[config.mk]
export PLATFORM = sky130hd
export DESIGN_NAME = crc_generator
export DESIGN_NICKNAME = d
export VERILOG_FILES = /design/src/hdl/crc_gen_pkg.sv /design/src/hdl/crc_fifo_mem.sv /design/src/hdl/crc_shift_engine.sv /design/src/hdl/crc_generator.sv
export VERILOG_INCLUDE_DIRS = /design/src /design/src/hdl
export SDC_FILE = /design/constraint.sdc
export NUM_CORES = 1
export LEC_CHECK = 0
export BUFFER_PORTS_ARGS = -buffer_cell sky130_fd_sc_hd__clkbuf_2
export CORE_UTILIZATION = 50
export CTS_CLUSTER_DIAMETER = 60
export DETAILED_ROUTE_END_ITERATION = 12
export PLACE_DENSITY = 0.64
export SYNTH_ARGS = -nofsm -noshare
export SYNTH_HDL_FRONTEND = slang
export SYNTH_SLANG_ARGS = --single-unit
[constraint.sdc]
create_clock -name clk_sys_i -period 3.5 [get_ports clk_sys_i]
set_clock_uncertainty 0.05 [all_clocks]
set_input_delay 0.35 -clock clk_sys_i [delete_from_list [all_inputs] [get_ports clk_sys_i]]
set_output_delay 0.35 -clock clk_sys_i [all_outputs]
set_load 0.005 [all_outputs]
[src/hdl/crc_gen_regs.svh]
// Register offsets, field positions, reset values and depths of the CRC generator.
`ifndef CRC_GEN_REGS_SVH
`define CRC_GEN_REGS_SVH
`define CRC_ADDR_W 4
`define CRC_DATA_W 16
`define CRC_OFS_CONTROL 4'h0
`define CRC_OFS_TERM_MASK 4'h1
`define CRC_OFS_DATA 4'h2
`define CRC_OFS_INPUT 4'h3
`define CRC_BIT_IDLE_STOP 13
`define CRC_FLD_COUNT_HI 12
`define CRC_FLD_COUNT_LO 8
`define CRC_BIT_FULL 7
`define CRC_BIT_EMPTY 6
`define CRC_BIT_GO 4
`define CRC_FLD_LEN_HI 3
`define CRC_FLD_LEN_LO 0
`define CRC_RST_LEN 4'h0
`define CRC_RST_TERM_MASK 16'h0000
`define CRC_RST_DATA 16'h0000
`define CRC_DEPTH_LONG 5'h08
`define CRC_DEPTH_SHORT 5'h10
`define CRC_LONG_LEN_MIN 4'h7
`endif

[src/hdl/crc_gen_pkg.sv]
// Types and shared decode functions of the CRC generator.
`include "crc_gen_regs.svh"
package crc_gen_pkg;
	typedef logic [15:0] word_t;
	typedef logic [3:0] len_t;
	typedef logic [4:0] count_t;
	typedef enum logic [1:0] {
		SH_IDLE = 2'b01,
		SH_RUN = 2'b10
	} shift_state_t;

	function automatic count_t fifo_depth(input len_t len);
		if (len > `CRC_LONG_LEN_MIN)
			fifo_depth = `CRC_DEPTH_LONG;
		else
			fifo_depth = `CRC_DEPTH_SHORT;
	endfunction : fifo_depth

	function automatic word_t len_mask(input len_t len);
		len_mask = 16'hffff >> (4'hf - len);
	endfunction : len_mask
endpackage : crc_gen_pkg

[src/hdl/crc_fifo_mem.sv]
// Sixteen-word input store of the CRC generator with registered read data.
`timescale 1ns/1ps
module crc_fifo_mem
(
	input wire logic clk_sys_i,
	input wire logic rst_n_i,
	input wire logic wr_en_i,
	input wire logic [3:0] wr_addr_i,
	input wire crc_gen_pkg::word_t wr_data_i,
	input wire logic [3:0] rd_addr_i,
	output crc_gen_pkg::word_t rd_data_o
);
	import crc_gen_pkg::*;

	word_t mem_q [16];
	word_t rd_data_q;
	word_t rd_data_d;

	// A word written to the address being fetched is passed straight through, so the
	// shifter never sees stale data when it starts on a word written the cycle before.
	always_comb
	begin
		if (wr_en_i && (wr_addr_i == rd_addr_i))
			rd_data_d = wr_data_i;
		else
			rd_data_d = mem_q[rd_addr_i];
	end

	always_ff @(posedge clk_sys_i)
	begin
		if (wr_en_i)
			mem_q[wr_addr_i] <= wr_data_i;
	end

	always_ff @(posedge clk_sys_i or negedge rst_n_i)
	begin
		if (!rst_n_i)
			rd_data_q <= 16'h0000;
		else
			rd_data_q <= rd_data_d;
	end

	assign rd_data_o = rd_data_q;
endmodule : crc_fifo_mem

[src/hdl/crc_shift_engine.sv]
// Programmable-length serial CRC shift register with masked XOR feedback taps.
`timescale 1ns/1ps
`include "crc_gen_regs.svh"
module crc_shift_engine
(
	input wire logic clk_sys_i,
	input wire logic rst_n_i,
	input wire logic shift_en_i,
	input wire logic data_bit_i,
	input wire crc_gen_pkg::len_t len_i,
	input wire crc_gen_pkg::word_t term_mask_i,
	input wire logic load_en_i,
	input wire crc_gen_pkg::word_t load_val_i,
	output crc_gen_pkg::word_t crc_o
);
	import crc_gen_pkg::*;

	word_t crc_q;
	word_t crc_d;
	word_t shifted;
	logic feedback;

	assign feedback = data_bit_i ^ crc_q[len_i];
	assign shifted[0] = feedback;

	genvar g;
	generate
		for (g = 1; g < 16; g++)
		begin : g_tap
			assign shifted[g] = crc_q[g - 1] ^ (term_mask_i[g] & feedback);
		end
	endgenerate

	always_comb
	begin
		if (load_en_i)
			crc_d = load_val_i;
		else if (shift_en_i)
			crc_d = shifted;
		else
			crc_d = crc_q;
	end

	always_ff @(posedge clk_sys_i or negedge rst_n_i)
	begin
		if (!rst_n_i)
			crc_q <= `CRC_RST_DATA;
		else
			crc_q <= crc_d;
	end

	// Bits above the configured length hold leftovers and are hidden from software.
	assign crc_o = crc_q & len_mask(len_i);
endmodule : crc_shift_engine

[src/hdl/crc_generator.sv]
// Programmable CRC generator with input FIFO, serial shifter and register port.
// Summary of operation
// - Constant term always included; top term implied.
// - FIFO depth 8 if length field above 7.
// - Only low length-plus-one bits feed the CRC.
// - Each data word write increments valid count.
// - Shift while started and count nonzero; decrement per word.
// - One bit per clock cycle.
// - Full at depth, empty at zero.
// - Write while full wraps count, no event.
// - Event exactly when count goes one to zero.
// - Stop-in-idle bit halts the shifter during idle.
// - Sleep freezes the shifter until resumed.
// - Pending event still passed on while stopped.
`timescale 1ns/1ps
`include "crc_gen_regs.svh"
module crc_generator
(
	input wire logic clk_sys_i,
	input wire logic rst_n_i,
	input wire logic [3:0] reg_addr_i,
	input wire crc_gen_pkg::word_t reg_wdata_i,
	input wire logic reg_wr_i,
	input wire logic reg_rd_i,
	output crc_gen_pkg::word_t reg_rdata_o,
	input wire logic sleep_i,
	input wire logic idle_i,
	output logic crc_event_o
);
	import crc_gen_pkg::*;

	logic idle_stop_bit_q;
	logic idle_stop_bit_d;
	logic shift_start_bit_q;
	logic shift_start_bit_d;
	len_t poly_length_field_q;
	len_t poly_length_field_d;
	word_t poly_term_mask_q;
	word_t poly_term_mask_d;
	logic wr_control;
	logic wr_term_mask;
	logic wr_data;
	logic wr_input;

	logic [3:0] wr_ptr_q;
	logic [3:0] wr_ptr_d;
	logic [3:0] rd_ptr_q;
	logic [3:0] rd_ptr_d;
	count_t valid_word_count_q;
	count_t valid_word_count_d;
	logic [3:0] bit_idx_q;
	logic [3:0] bit_idx_d;
	shift_state_t state_q;
	shift_state_t state_d;
	logic event_q;
	logic event_d;

	word_t rdata_q;
	word_t rdata_d;
	word_t fifo_word;
	word_t crc_value;
	count_t depth;
	logic fifo_full_flag;
	logic fifo_empty_flag;
	logic run_en;
	logic shift_en;
	logic last_bit;
	logic pop;
	logic push;
	logic wrap;

	// Register address decode.
	always_comb
	begin
		wr_control = 1'b0;
		wr_term_mask = 1'b0;
		wr_data = 1'b0;
		wr_input = 1'b0;
		if (reg_wr_i && (reg_addr_i == `CRC_OFS_CONTROL))
			wr_control = 1'b1;
		else if (reg_wr_i && (reg_addr_i == `CRC_OFS_TERM_MASK))
			wr_term_mask = 1'b1;
		else if (reg_wr_i && (reg_addr_i == `CRC_OFS_DATA))
			wr_data = 1'b1;
		else if (reg_wr_i && (reg_addr_i == `CRC_OFS_INPUT))
			wr_input = 1'b1;
	end

	always_comb
	begin
		idle_stop_bit_d = idle_stop_bit_q;
		shift_start_bit_d = shift_start_bit_q;
		poly_length_field_d = poly_length_field_q;
		poly_term_mask_d = poly_term_mask_q;
		if (wr_control)
		begin
			idle_stop_bit_d = reg_wdata_i[`CRC_BIT_IDLE_STOP];
			shift_start_bit_d = reg_wdata_i[`CRC_BIT_GO];
			poly_length_field_d = reg_wdata_i[`CRC_FLD_LEN_HI:`CRC_FLD_LEN_LO];
		end
		if (wr_term_mask)
			poly_term_mask_d = {reg_wdata_i[15:1], 1'b0};
	end

	always_ff @(posedge clk_sys_i or negedge rst_n_i)
	begin
		if (!rst_n_i)
		begin
			idle_stop_bit_q <= 1'b0;
			shift_start_bit_q <= 1'b0;
			poly_length_field_q <= `CRC_RST_LEN;
			poly_term_mask_q <= `CRC_RST_TERM_MASK;
		end
		else
		begin
			idle_stop_bit_q <= idle_stop_bit_d;
			shift_start_bit_q <= shift_start_bit_d;
			poly_length_field_q <= poly_length_field_d;
			poly_term_mask_q <= poly_term_mask_d;
		end
	end

	assign depth = fifo_depth(poly_length_field_q);
	assign fifo_full_flag = (valid_word_count_q == depth);
	assign fifo_empty_flag = (valid_word_count_q == 5'h00);
	assign run_en = !sleep_i && !(idle_i && idle_stop_bit_q);
	assign shift_en = shift_start_bit_q && !fifo_empty_flag && run_en;
	assign last_bit = (bit_idx_q == poly_length_field_q);
	assign pop = shift_en && last_bit;
	assign push = wr_input;
	assign wrap = push && fifo_full_flag;

	always_comb
	begin
		wr_ptr_d = wr_ptr_q;
		rd_ptr_d = rd_ptr_q;
		bit_idx_d = bit_idx_q;
		state_d = state_q;
		if (wrap)
		begin
			wr_ptr_d = 4'h0;
			rd_ptr_d = 4'h0;
			bit_idx_d = 4'h0;
			valid_word_count_d = 5'h00;
			state_d = SH_IDLE;
		end
		else
		begin
			valid_word_count_d = 5'(valid_word_count_q + {4'h0, push} - {4'h0, pop});
			if (push)
				wr_ptr_d = 4'(wr_ptr_q + 4'h1);
			if (pop)
				rd_ptr_d = 4'(rd_ptr_q + 4'h1);
			case (state_q)
				SH_IDLE:
				begin
					if (shift_en && !last_bit)
					begin
						bit_idx_d = 4'(bit_idx_q + 4'h1);
						state_d = SH_RUN;
					end
				end
				SH_RUN:
				begin
					if (pop)
					begin
						bit_idx_d = 4'h0;
						state_d = SH_IDLE;
					end
					else if (shift_en)
						bit_idx_d = 4'(bit_idx_q + 4'h1);
				end
				default:
				begin
					bit_idx_d = 4'h0;
					state_d = SH_IDLE;
				end
			endcase
		end
		event_d = (valid_word_count_q == 5'h01) && (valid_word_count_d == 5'h00) && !wrap;
	end

	always_ff @(posedge clk_sys_i or negedge rst_n_i)
	begin
		if (!rst_n_i)
		begin
			wr_ptr_q <= 4'h0;
			rd_ptr_q <= 4'h0;
			valid_word_count_q <= 5'h00;
			bit_idx_q <= 4'h0;
			state_q <= SH_IDLE;
			event_q <= 1'b0;
		end
		else
		begin
			wr_ptr_q <= wr_ptr_d;
			rd_ptr_q <= rd_ptr_d;
			valid_word_count_q <= valid_word_count_d;
			bit_idx_q <= bit_idx_d;
			state_q <= state_d;
			event_q <= event_d;
		end
	end

	assign crc_event_o = event_q;

	// A word written into a full FIFO is dropped, since the wrap empties it anyway.
	crc_fifo_mem u_fifo_mem
	(
		.clk_sys_i(clk_sys_i),
		.rst_n_i(rst_n_i),
		.wr_en_i(push && !fifo_full_flag),
		.wr_addr_i(wr_ptr_q),
		.wr_data_i(reg_wdata_i & len_mask(poly_length_field_q)),
		.rd_addr_i(rd_ptr_d),
		.rd_data_o(fifo_word)
	);

	// Words are shifted least significant bit first, ending on the bit selected by the length field.
	crc_shift_engine u_engine
	(
		.clk_sys_i(clk_sys_i),
		.rst_n_i(rst_n_i),
		.shift_en_i(shift_en && !wrap),
		.data_bit_i(fifo_word[bit_idx_q]),
		.len_i(poly_length_field_q),
		.term_mask_i(poly_term_mask_q),
		.load_en_i(wr_data),
		.load_val_i(reg_wdata_i),
		.crc_o(crc_value)
	);

	// Read data stands only in the cycle after the read strobe; unmapped reads give zero.
	always_comb
	begin
		rdata_d = 16'h0000;
		if (reg_rd_i && (reg_addr_i == `CRC_OFS_CONTROL))
		begin
			rdata_d[`CRC_BIT_IDLE_STOP] = idle_stop_bit_q;
			rdata_d[`CRC_FLD_COUNT_HI:`CRC_FLD_COUNT_LO] = valid_word_count_q;
			rdata_d[`CRC_BIT_FULL] = fifo_full_flag;
			rdata_d[`CRC_BIT_EMPTY] = fifo_empty_flag;
			rdata_d[`CRC_BIT_GO] = shift_start_bit_q;
			rdata_d[`CRC_FLD_LEN_HI:`CRC_FLD_LEN_LO] = poly_length_field_q;
		end
		else if (reg_rd_i && (reg_addr_i == `CRC_OFS_TERM_MASK))
			rdata_d = poly_term_mask_q;
		else if (reg_rd_i && (reg_addr_i == `CRC_OFS_DATA))
			rdata_d = crc_value;
	end

	always_ff @(posedge clk_sys_i or negedge rst_n_i)
	begin
		if (!rst_n_i)
			rdata_q <= 16'h0000;
		else
			rdata_q <= rdata_d;
	end

	assign reg_rdata_o = rdata_q;
endmodule : crc_generator

* After elaboration in Yosys (flattened, before gate mapping)
Memories as Yosys holds them, arrays and structs flattened. A register that Yosys moved wholly into a read port is not among the register bits.
Cells that the tools add are included.
** Cells by class
- Mux-type cells :: 39
- Reduce and logical (&&, ||, !) cells :: 32
- Bitwise gates (word level) :: 33
- Shift operators :: 1
- Eq/ne operators :: 11
- $lt $le $gt $ge :: 3
- Add/sub/neg operators :: 6
** Operator list (number)
- 16-bit two-way mux :: 4
- 16-bit bitwise AND :: 2
- 4-bit two-way mux :: 8
- 1-bit logical AND :: 18
- 16-bit by 4-bit right shift with 16-bit output, first input constant :: 1
- 1-bit XOR :: 16
- 1-bit bitwise AND :: 15
- 1-bit two-way mux :: 15
- 5-bit two-way mux :: 3
- 4-bit by 1-bit adder with 4-bit output, second input constant :: 3
- 5-bit logical NOT :: 2
- 4-bit by 5-bit less-than comparator with 1-bit output, second input constant :: 2
- 1-bit binary-select mux with 4-bit select :: 2
- 4-bit by 2-bit == test with 1-bit output, second input constant :: 2
- 2-bit two-way mux :: 4
- 8-bit two-way mux :: 1
- 4-bit case mux with 2 select lines :: 1
- 1-bit logical NOT :: 7
- 3-bit != test, second input constant :: 2
- 5-bit by 1-bit adder with 5-bit output :: 1
- 5-bit by 1-bit == test with 1-bit output, second input constant :: 1
- 5-bit == test :: 1
- 5-bit by 1-bit subtractor with 5-bit output :: 1
- 4-bit by 1-bit == test with 1-bit output, second input constant :: 1
- 10 further kinds :: 12
** Storage, ports and cells
- Output and inout port bits :: 17
- Memories :: 1
- Word-level logic and storage cells :: 138
- Memory bits (writable) :: 256
- Bits in registers :: 73
- Input bits :: 26
** Memories
- u_fifo_mem.mem_q :: words 16, width 16, read ports 1, clocked after memory_dff 1, write ports 1, line crc_fifo_mem.sv:15 : word_t mem_q [16];

* Logic depth before layout (Yosys ltp)
Gate-level depths: netlist of run 1.
- Depth in word-level cells :: 12
- Gate-level depth with buffers :: 19
- Gate-level depth less buffers :: 17

* Hierarchy
From an unflattened synthesis of run 1, not the netlist that was laid out.
** Second synthesis, totals
- Cells, all modules :: 935
- Area total of the unflattened synthesis :: 15285.9 um^2
** Modules (own cells, without submodules)
- crc_fifo_mem :: cells each 452, area an instance 10506.3 um^2, instances 1, seq. area each 8087.8 um^2
- crc_generator :: cells each 297, area an instance 3109.2 um^2, instances 1, seq. area each 1427.6 um^2
- crc_shift_engine :: cells each 186, area an instance 1670.4 um^2, instances 1, seq. area each 400.4 um^2

* Least setup slack after synthesis of run 1
No wires, ideal clock.
- Path kind :: reg2reg
- Start point :: register valid_word_count_q[3]
- End point :: register event_q (netlist: crc_event_o)
- Required time :: 3.349 ns
- Setup slack :: 0.267 ns
- Clock period less this slack :: 3.233 ns
- Buffers on the path :: 2
- Data arrival time :: 3.082 ns
- Setup time :: 0.101 ns
- Cell stages (with the launch flop) :: 20
- Cells stage by stage :: dfrtp_1 -> inv_1 -> ha_1 -> or4b_1 -> buf_2 -> and3_4 -> buf_6 -> nand2_1 -> inv_1 -> ha_1 -> inv_1 -> ha_1 -> inv_1 -> fa_1 -> inv_1 -> a21oi_1 -> nor2_1 -> or3_1 -> a21oi_1 -> nor4_1
** Between the ends
- Cells in the longest elaborated chain, start to end :: 10
- Elaborated cells between the ends (all ways) :: 15
- Classes of those cells :: add/sub (2); eq/ne (2); mux (1); reduce/logical (10)
** Ends and longest elaborated chain
- start, declared :: line crc_generator.sv:49 : count_t valid_word_count_q;
- start signal, assigned :: line crc_generator.sv:198 : valid_word_count_q <= valid_word_count_d;
- branches (longest 6 deep; another with 5-bit by 1-bit adder with 5-bit output)
- 5-bit two-way mux * :: line crc_generator.sv:139 : if (wrap)
- named net valid_word_count_d[4] :: line crc_generator.sv:50 : count_t valid_word_count_d;
- 5-bit logical NOT * :: line crc_generator.sv:180 : event_d = (valid_word_count_q == 5'h01) && (valid_word_count_d == 5'h00) && !wrap;
- 1-bit logical AND * (2 in series) :: line crc_generator.sv:180
- named net event_d :: line crc_generator.sv:56 : logic event_d;
- end signal, assigned :: line crc_generator.sv:201 : event_q <= event_d;
- end, declared :: line crc_generator.sv:55 : logic event_q;
Mark *: on every way through the listed nets, which the timed path passes.
A chain may end at the register's enable or synchronous reset.

* Worst setup path after layout of run 1
- Start point :: register valid_word_count_q[3]
- End point :: register u_fifo_mem.rd_data_q[2] (netlist: u_fifo_mem.rd_data_o[2]) (read register of u_fifo_mem.mem_q)
** Between the ends
- Cells in the longest elaborated chain, start to end :: 7
- Elaborated cells between the ends (all ways) :: 9
- Classes of those cells :: eq/ne (1); mux (2); reduce/logical (6)
** Ends and longest elaborated chain
- 5-bit logical NOT :: line crc_generator.sv:125 : assign fifo_empty_flag = (valid_word_count_q == 5'h00);
- 1-bit logical NOT :: line crc_generator.sv:127 : assign shift_en = shift_start_bit_q && !fifo_empty_flag && run_en;
- 1-bit logical AND (2 in series) :: line crc_generator.sv:127
- 1-bit logical AND :: line crc_generator.sv:129 : assign pop = shift_en && last_bit;
- 4-bit two-way mux :: line crc_generator.sv:152 : if (pop)
- 4-bit two-way mux * :: line crc_generator.sv:139
- end, declared :: line crc_fifo_mem.sv:16 : word_t rd_data_q;
Mark *: on every way between the ends. The rest lies on a longest branch, timed or not.

==> results of run 1 <==
## logic make-up (layout without fill, tap and decap cells)
group,count (synthesis),after routing,synth area share (%)
AO/OA/AOI/OAI,294,294,13.4
XOR/XNOR,24,24,1.37
adder cells (fa/ha/maj),15,15,1.27
buffers and inverters,114,205,3.17
flip-flops,345,345,64.4
multiplexers,50,50,4.37
AND/OR/NAND/NOR,363,363,12.0
## final timing paths
check | start | to | slack (ns) | cells past startpoint
max in group asynchronous | rst_n_i | poly_term_mask_q[11]$_DFFE_PN0P_ | 2.10 | 3
worst max register to register | valid_word_count_q[3]$_DFF_PN0_ | u_fifo_mem.rd_data_o[2]$_DFF_PN0_ | 0.16 | 12
min in group asynchronous | rst_n_i | poly_term_mask_q[13]$_DFFE_PN0P_ | 0.46 | 2
worst min register to register | poly_term_mask_q[15]$_DFFE_PN0P_ | reg_rdata_o[15]$_DFF_PN0_ | 0.49 | 1
worst max-delay path | valid_word_count_q[3]$_DFF_PN0_ | u_fifo_mem.rd_data_o[2]$_DFF_PN0_ | 0.16 | 12
worst min-delay path | reg_wdata_i[8] | poly_term_mask_q[8]$_DFFE_PN0P_ | 0.05 | 2
## metal layers
layer  up-vias  global-route usage (%)  wire length (µm)
met2       471                    42.9             19900
met1      5534                    40.3             18400
li1       4790                       -                 -
met4         0                    8.69              1110
met3        68                    4.09              3170
met5         -                       0                 0
## critical path, cell delays in order, from the launching register on
cell	delay, ns
dfrtp_1	0.42
inv_1	0.10
ha_1	0.17
or4b_1	0.49
buf_4	0.18
nand3_2	0.18
o221ai_1	0.20
and2_2	0.26
inv_2	0.27
buf_12	0.24
nand3_1	0.12
a32oi_2	0.33
a41oi_1	0.15
## synthesized netlist by cell type, types with 23 or more instances
master	n	area [µm²]
clkbuf_1	69	259
a21oi_1	31	155
nor3_1	23	115
nand2_1	68	255
mux2_2	38	428
edfxtp_1	256	7690
nor2_1	35	131
and3_1	32	200
o21ai_0	111	556
nand3_1	151	756
dfrtp_1	88	2200
## registers in the layout, summed over array words and instances, names as in the netlist, 5 cells and up
signal	cells
poly_term_mask_q	15
reg_rdata_o	16
u_engine.crc_q	16
u_fifo_mem.mem_q	256
u_fifo_mem.rd_data_o	16
valid_word_count_q	5
## report_power, final
| part | switching, mW | internal [mW] |
|---|---|---|
| Combinational | 2.91 | 1.78 |
| Clock | 1.59 | 2.49 |
| Sequential | 0.371 | 4.84 |
| Total | 4.88 | 9.11 |
## per-stage QoR
stage          setup WS (ns)  total power [mW]
3_5_place_dp           0.157              9.87
3_3_place_gp           0.231              9.79
5_1_grt             -0.00972              14.6
2_1_floorplan          0.267              8.20
6_report               0.164              14.0
4_1_cts                0.134              13.9
## layout make-up
class	instances	share of cell area, %
repair buffers	114	4.77
clock buffers	58	6.26
clock inverters	11	0.969
flip-flops and latches	345	56.1
well taps	390	2.76
inverters	22	0.495
multi-input cells	746	28.7
## cell usage in the layout, fill, tap and decap left out, drive strengths merged, types with 8 or more instances in the layout
cell	Yosys	routed
mux2	38	38
a31oi	17	17
o211ai	16	16
and2	15	15
nor3	23	23
a311o	16	16
ha	14	14
nand3	152	152
a211oi	20	20
xor2	18	18
edfxtp	256	256
and4	8	8
a21oi	31	31
o21ai	112	112
a32oi	20	20
nand2	68	68
a22oi	15	15
and3	33	33
mux4	10	10
a41oi	16	16
clkbuf	69	99
inv	21	25
dfrtp	88	88
nor2	37	37
buf	23	72
## repair_timing
item	CTS	global route
gates resized for setup	0	4
hold buffers	1	0
setup buffers	0	1
endpoints found under the hold margin	68	0
endpoints found under the setup margin	0	3
==> results_dict.tcl, run 1 <==
set metrics [dict create \
    path_class "reg2reg" \
    routed_via_density 6.44 \
    drc 0 \
    antenna_found_initial 0 \
    ys.flop_type "edfxtp_1" \
    synth_seq_area_share_pct 64.4 \
    grt_pass1_vias 10500 \
    antenna_cells 0 \
    final_nets 1308 \
    vias 10900 \
    overflow 0 \
    drive_above_1_share_pct 19.4 \
    relSlewSlack_pct 20.9 \
    routed_wl_um 42600 \
    place.detailed.hpwl_um 26400 \
    finalNonFillerCells 1686 \
    numClockSinks 345 \
    required_ns 3.81 \
    rows 63 \
    ioPinCount 43 \
    grt_max_degree 71 \
    avgSynthCellArea_um2 12.8 \
    die_w_um 177 \
    outcome "finished, final reports clean" \
    start_kind "flop" \
    synth_fp_nets 1246 \
    dieArea_mm2 0.0315 \
    max_cap_viol_count 0 \
    cts_buffers 38 \
    tritoncts "done" \
    ys_seq_elements 345 \
    grt_first_pass_wirelength_um 64700 \
    worstMarginPinSlew_ns 1.18 \
    crit_fanout 28 \
    clk-insertion-delay-late_ns 0.53 \
    core_mm2 0.0300 \
    post-route-min-period_ns 3.34 \
    vdd_drop_max_mv 0.489 \
    initial_core_util_pct 51.4 \
    final_hold_viol_count 0 \
    fp.dieH_um 177 \
    io_buffers 42 \
    place_area_mm2 0.0164 \
    fmax_mhz 300 \
    clockBufferDepth 3 \
    wl_per_cell_um 25.2 \
    cts_root_buf "clkbuf_16" \
    hold_class "in2reg" \
    slew_viol_final 0 \
    synth_area_mm2 0.0154 \
    ant_nets 0 \
    ys.warnings.count 0 \
    final_util_pct 59.0 \
    cp.arrival_ns 3.65 \
    syn2layout_area_growth_pct 14.9 \
    multi_input_area_mm2 0.00507 \
    end_kind "flop" \
    final.setup.tns_ns 0 \
    grtUsageTotal_pct 27.7 \
    dp.cells 1615 \
    synth-edff-count 256 \
    setup_viol 0 \
    gp_congestion 0.923 \
    synth.distinct_cells 68 \
    htree_levels 2 \
    dr.pass1.iters 5 \
    cts.clk_slew.worst_paths_ns 0.06 \
    regArea_mm2 0.00992 \
    syn_inst 1205 \
    hold_ws_ns 0.0457 \
    fillerInstances 2404 \
    async_flop_share_pct 25.8 \
    fin_crit_sh_pct 95.3 \
    p_leak_nw 6.45 \
    p_per_area_mw_per_mm2 791 \
    drt-initial-drc-count 1321 \
    finalInstanceArea_mm2 0.0177 \
]
Power figures use the tool's default switching activity.
==> run 2, diff against run 1 <==
- GPL_TIMING_DRIVEN: unset -> 0
==> results_dict.tcl, run 2 (synthesis gave the netlist of run 1 again) <==
set metrics [dict create \
    pre_cts_ws_ns -0.305 \
    cts_buffers 37 \
    relSlewSlack_pct 6.96 \
    slew_viol_final 0 \
    p_int_mw 8.90 \
    cp.arrival_ns 3.76 \
    grtUsageTotal_pct 28.2 \
    worstMarginPinSlew_ns 1.39 \
    drive_above_1_share_pct 18.7 \
    dr.pass1.iters 7 \
    overflow 0 \
    largest_reg_flops 256 \
    core_mm2 0.0300 \
    final_hold_viol_count 0 \
    io_buffers 42 \
    p_per_area_mw_per_mm2 792 \
    clk-insertion-delay-late_ns 0.53 \
    fmax_mhz 290 \
    htree_levels 2 \
    rows 63 \
    finalNonFillerCells 1709 \
    tritoncts "done" \
    crit_fanout 10 \
    cts_root_buf "clkbuf_16" \
    final.setup.tns_ns 0 \
    power_mw 13.9 \
    ioPinCount 43 \
    outcome "finished, final reports clean" \
    grt_pass1_vias 10600 \
    combPwrFrac_pct 34.8 \
    fp.dieH_um 177 \
    cp_slowest_cell "o211ai_1" \
    path_cells "inv_2 > ha_2 > or4b_4 > buf_6 > nand3_2 > o21ai_1 > nand2_2 > clkbuf_4 > mux2_2 > o211ai_1 > a41oi_2" \
    p_leak_nw 6.35 \
    end_kind "flop" \
    start_kind "flop" \
    syn2layout_area_growth_pct 14.1 \
    p_clk_share_pct 27.8 \
    grt_first_pass_wirelength_um 65000 \
    setup_viol 0 \
    routed_wl_um 43100 \
    drc 0 \
    gp_congestion 0.959 \
    swShare_pct 36.0 \
    final_nets 1332 \
    antenna_cells 0 \
    layout_common_cells "edfxtp_1 (256), nand3_1 (150), o21ai_0 (110)" \
    rsz0062_at_grt "true" \
    numClockSinks 345 \
    pwr-share-seq_pct 37.4 \
    slowest_delay_ns 0.49 \
    wl_per_cell_um 25.2 \
    place_area_mm2 0.0161 \
    antenna_found_initial 0 \
    path_class "reg2reg" \
    grt_max_degree 58 \
    drt-initial-drc-count 1389 \
    post-route-min-period_ns 3.45 \
    cts.clk_slew.worst_paths_ns 0.06 \
    fin_ws_ns 0.0491 \
    finalInstanceArea_mm2 0.0176 \
    dieArea_mm2 0.0315 \
    fin_crit_sh_pct 98.6 \
    required_ns 3.81 \
    layout_commonest_cell "edfxtp_1" \
    vias 11000 \
    largest-register "u_fifo_mem.mem_q" \
    max_cap_viol_count 0 \
    die_w_um 177 \
    clockBufferDepth 3 \
    routed_via_density 6.44 \
    hold_class "in2reg" \
    place.detailed.hpwl_um 29300 \
    vdd_drop_max_mv 0.579 \
    switchingPower_mw 5.01 \
    initial_core_util_pct 51.4 \
    ant_nets 0 \
    dp.cells 1639 \
]
-- run 2: timing repair --
item,4_1_cts,5_1_grt
endpoints found under the setup margin,26,27
pin swaps,2,6
buffers inserted,2,2
hold buffers,1,0
gates resized for setup,28,58
hold endpoints to repair,32,0
cloned,0,0
-- run 2: area by class of cell --
cell class | instances | area [µm²]
Tap cell | 390 | 488
Clock inverter | 12 | 144
Buffer | 90 | 465
Timing Repair Buffer | 49 | 295
Clock buffer | 55 | 1050
Inverter | 22 | 87.6
Fill cell | 2502 | 12400
Multi-Input combinational cell | 746 | 5110
Sequential cell | 345 | 9920
-- run 2: worst paths after layout --
| path | cells after the start | to | start | slack, ns |
|---|---|---|---|---|
| worst max-delay path | 11 | u_fifo_mem.rd_data_o[7]$_DFF_PN0_ | valid_word_count_q[2]$_DFF_PN0_ | 0.05 |
| worst min-delay path | 2 | poly_term_mask_q[9]$_DFFE_PN0P_ | reg_wdata_i[9] | 0.06 |
| worst max register to register | 11 | u_fifo_mem.rd_data_o[7]$_DFF_PN0_ | valid_word_count_q[2]$_DFF_PN0_ | 0.05 |
| worst min register to register | 2 | state_q[0]$_DFFE_PN1P_ | state_q[0]$_DFFE_PN1P_ | 0.49 |
| max in group asynchronous | 3 | state_q[0]$_DFFE_PN1P_ | rst_n_i | 2.38 |
| min in group asynchronous | 2 | poly_term_mask_q[5]$_DFFE_PN0P_ | rst_n_i | 0.31 |
-- run 2: stage by stage --
step / hold WS [ns] / util [%]
2_1_floorplan: 0.00441 / -
3_3_place_gp: 0.463 / 53.7
3_5_place_dp: 0.320 / 53.9
4_1_cts: 0.0468 / 58.3
5_1_grt: 0.0544 / 58.6
6_report: 0.0615 / 58.6
-- run 2: per-layer routing --
layer	vias up	track usage (%)	wire (µm)
met2	578	42.2	19200
met4	0	8.33	1170
met1	5497	41.0	18100
met5	-	0	0
met3	81	6.45	4570
li1	4849	-	-
-- run 2: worst max-delay path, delay by kind of cell, from the launching register on --
family,cells,cell delay [ns]
AOI/OAI and AO/OA,3,0.90
adders and majority gates,1,0.18
buffers and inverters,3,0.50
DFF,1,0.41
muxes,1,0.35
and+or+nand+nor,3,0.90
-- run 2: power by group through the flow --
stage | combinational [mW] | clock (mW) | sequential, mW
after floorplan | 3.08 | 0 | 5.12
after global placement | 4.42 | 0 | 5.24
after detailed placement | 4.54 | 0 | 5.25
after CTS | 4.67 | 3.92 | 5.18
after global routing | 5.26 | 4.07 | 5.23
final | 4.84 | 3.87 | 5.20
==> run 3, diff against run 2 <==
- ABC_AREA: unset -> 1
- ABC_CLOCK_PERIOD_IN_PS: unset -> 3500
==> results_dict.tcl, run 3 <==
set metrics [dict create \
    avgSynthCellArea_um2 9.43 \
    largest_reg_flops 256 \
    numClockSinks 345 \
    cp_slowest_cell "clkbuf_1" \
    clk-insertion-delay-late_ns 0.53 \
    wl_per_cell_um 20.8 \
    timing.rr.start "valid_word_count_q[2]$_DFF_PN0_" \
    slowest_delay_ns 0.47 \
    grt_max_degree 57 \
    rows 66 \
    die_w_um 184 \
    grt_pass1_vias 12300 \
    cp.buffers_inverters 3 \
    yosysMostFrequentCell "inv_1" \
    p_clk_share_pct 26.0 \
    fp.dieH_um 184 \
    antenna_cells 0 \
    relSlewSlack_pct 27.5 \
    hold_start "reg_wdata_i[8]" \
    pre_cts_ws_ns 0.157 \
    core_mm2 0.0325 \
    synth_top_area_share_pct 46.4 \
    fillerInstances 2887 \
    path_delay_family "simple AND/OR/NAND/NOR gates" \
    synth_top_area_cell "edfxtp_1" \
    max_cap_viol_count 0 \
    drive_above_1_share_pct 11.8 \
    clockBufferDepth 3 \
    required_ns 3.84 \
    largest-register "u_fifo_mem.mem_q" \
    p_int_mw 8.53 \
    layout_common_cells "inv_1 (361), nand2_1 (327), nand3_1 (275)" \
    synthTopCellsByCount "inv_1 (361), nand2_1 (327), nand3_1 (275)" \
    syn_inst 1756 \
    fin_ws_ns 0.192 \
    cp.arrival_ns 3.65 \
    antenna_found_initial 0 \
    post-route-min-period_ns 3.31 \
    final_hold_viol_count 0 \
    cts_root_buf "clkbuf_16" \
    synth.distinct_cells 45 \
    ys.warnings.count 0 \
    tritoncts "done" \
    synth-edff-count 256 \
    worstMarginPinSlew_ns 1.08 \
    final.setup.tns_ns 0 \
    post_cts.repair.setup_buffers 0 \
    grtUsageTotal_pct 29.6 \
    synth_fp_nets 1797 \
    hold_class "in2reg" \
    io_buffers 42 \
    fin_crit_sh_pct 94.5 \
    async_flop_share_pct 25.8 \
    synth_area_mm2 0.0166 \
    power_mw 14.3 \
    p_per_area_mw_per_mm2 761 \
    dr.pass1.iters 5 \
    fmax_mhz 302 \
    slew_viol_final 0 \
    overflow 0 \
    place.detailed.hpwl_um 34400 \
    hold_ws_ns 0.0677 \
    crit_fanout 10 \
    end_kind "flop" \
    syn2layout_area_growth_pct 13.6 \
    startpoint "valid_word_count_q[2]$_DFF_PN0_" \
    path_cells "inv_1 > ha_1 > nand2_1 > nor2_2 > nor2_4 > nand4_2 > clkbuf_1 > clkbuf_1 > nand4_1 > nand3_1 > nand3_1 > nand3_1 > nand2_1 > nand2_1 > nand2_1" \
    synthTopCellsByArea "edfxtp_1 (46%), dfrtp_1 (13%), nand3_1 (8.3%)" \
    path_class "reg2reg" \
    cts_buffers 38 \
    vdd_drop_max_mv 0.509 \
    cts.clk_slew.worst_paths_ns 0.06 \
    rsz0062_at_grt "false" \
    outcome "finished, final reports clean" \
    pwr-share-seq_pct 35.6 \
    htree_levels 2 \
    ant_nets 0 \
    ys_seq_elements 345 \
    setup_viol 0 \
    dieArea_mm2 0.0338 \
    swShare_pct 40.4 \
    ys.flop_type "edfxtp_1" \
    final_nets 1897 \
    p_leak_nw 8.51 \
    routed_via_density 5.56 \
    drc 0 \
    switchingPower_mw 5.77 \
    grt_first_pass_wirelength_um 73400 \
    drt-initial-drc-count 1270 \
    layout_commonest_cell "inv_1" \
    combPwrFrac_pct 38.4 \
    final_util_pct 57.8 \
    start_kind "flop" \
    vias 12900 \
    critPathMostFrequentCell "nand2_1" \
    synth_seq_area_share_pct 59.9 \
    initial_core_util_pct 50.9 \
    ioPinCount 43 \
    gp_congestion 0.982 \
    routed_wl_um 48300 \
]
run 3: changes by cell type in the layout (fill, tap and decap cells not counted), sizes merged, moves of 20 or more:
cell | before | now
inv | 21 | 371
nand2 | 68 | 329
nand3 | 152 | 280
nand4 | 5 | 120
buf | 24 | 74
clkbuf | 169 | 126
o21ai | 112 | 72
mux2 | 38 | 0
and3 | 33 | 0
a211oi | 20 | 0
a32oi | 20 | 0
run 3: repair_timing:
item | 4_1_cts | 5_1_grt
hold buffers | 1 | 0
setup endpoints to repair | 0 | 14
endpoints found under the hold margin | 33 | 0
resized for setup | 0 | 9
run 3: routing by layer:
layer	vias to the layer above	part of all wire [%]	GRT usage, %
met3	96	8.8	5.84
met4	0	2.8	8.43
met2	541	45	45.4
li1	6052	-	-
met1	6227	43	42.6
met5	-	0	0
run 3: cell families (layout without fill, tap and decap cells):
kind of cell	Yosys count	count (layout)	share of synthesized area (%)
adders and majority gates	15	15	1.18
AOI/OAI and AO/OA	136	136	4.81
buffers and inverters	465	592	11.2
and+or+nand+nor	792	792	22.7
xor gates and xnor gates	3	3	0.159
DFF	345	345	59.9
run 3: final timing paths:
check,to,slack [ns],depth (start not counted)
setup / recovery,u_fifo_mem.rd_data_o[10]$_DFF_PN0_,0.19,15
hold / removal,poly_term_mask_q[8]$_DFFE_PN0P_,0.07,3
setup reg to reg,u_fifo_mem.rd_data_o[10]$_DFF_PN0_,0.19,15
hold reg to reg,poly_term_mask_q[5]$_DFFE_PN0P_,0.47,2
max in group asynchronous,state_q[0]$_DFFE_PN1P_,2.36,3
min in group asynchronous,poly_term_mask_q[3]$_DFFE_PN0P_,0.32,2
run 3: per-stage QoR:
step           std cells  cell area, µm²
3_5_place_dp        2257           17600
4_1_cts             2325           18800
5_1_grt             2325           18800
2_1_floorplan       1756           16600
3_3_place_gp        2240           17300
6_report            2325           18800
run 3: layout make-up:
class	instances	area [µm²]	share of cell area, %
sequential	345	9920	52.7
multi-input combinational	946	4880	25.9
inverter	373	1400	7.46
clock buffer	49	1010	5.39
tap	442	553	2.94
buffer	92	462	2.46
timing repair buffer	60	460	2.45
clock inverter	18	116	0.619
run 3: worst register-to-register path: stages (launching register included):
cell and delay, ns:
dfrtp_1 0.38, inv_1 0.19, ha_1 0.18, nand2_1 0.08, nor2_2 0.22, nor2_4 0.08
nand4_2 0.28, clkbuf_1 0.47, clkbuf_1 0.45, nand4_1 0.15, nand3_1 0.12, nand3_1 0.11
nand3_1 0.20, nand2_1 0.08, nand2_1 0.07, nand2_1 0.07
run 3: power by group through the flow:
stage	Sequential (mW)	Clock (mW)	Combinational, mW
after global routing	5.13	3.92	6.00
after global placement	5.16	0	5.18
after floorplan	5.08	0	3.50
after detailed placement	5.16	0	5.35
final	5.09	3.72	5.49
after CTS	5.08	3.76	5.36
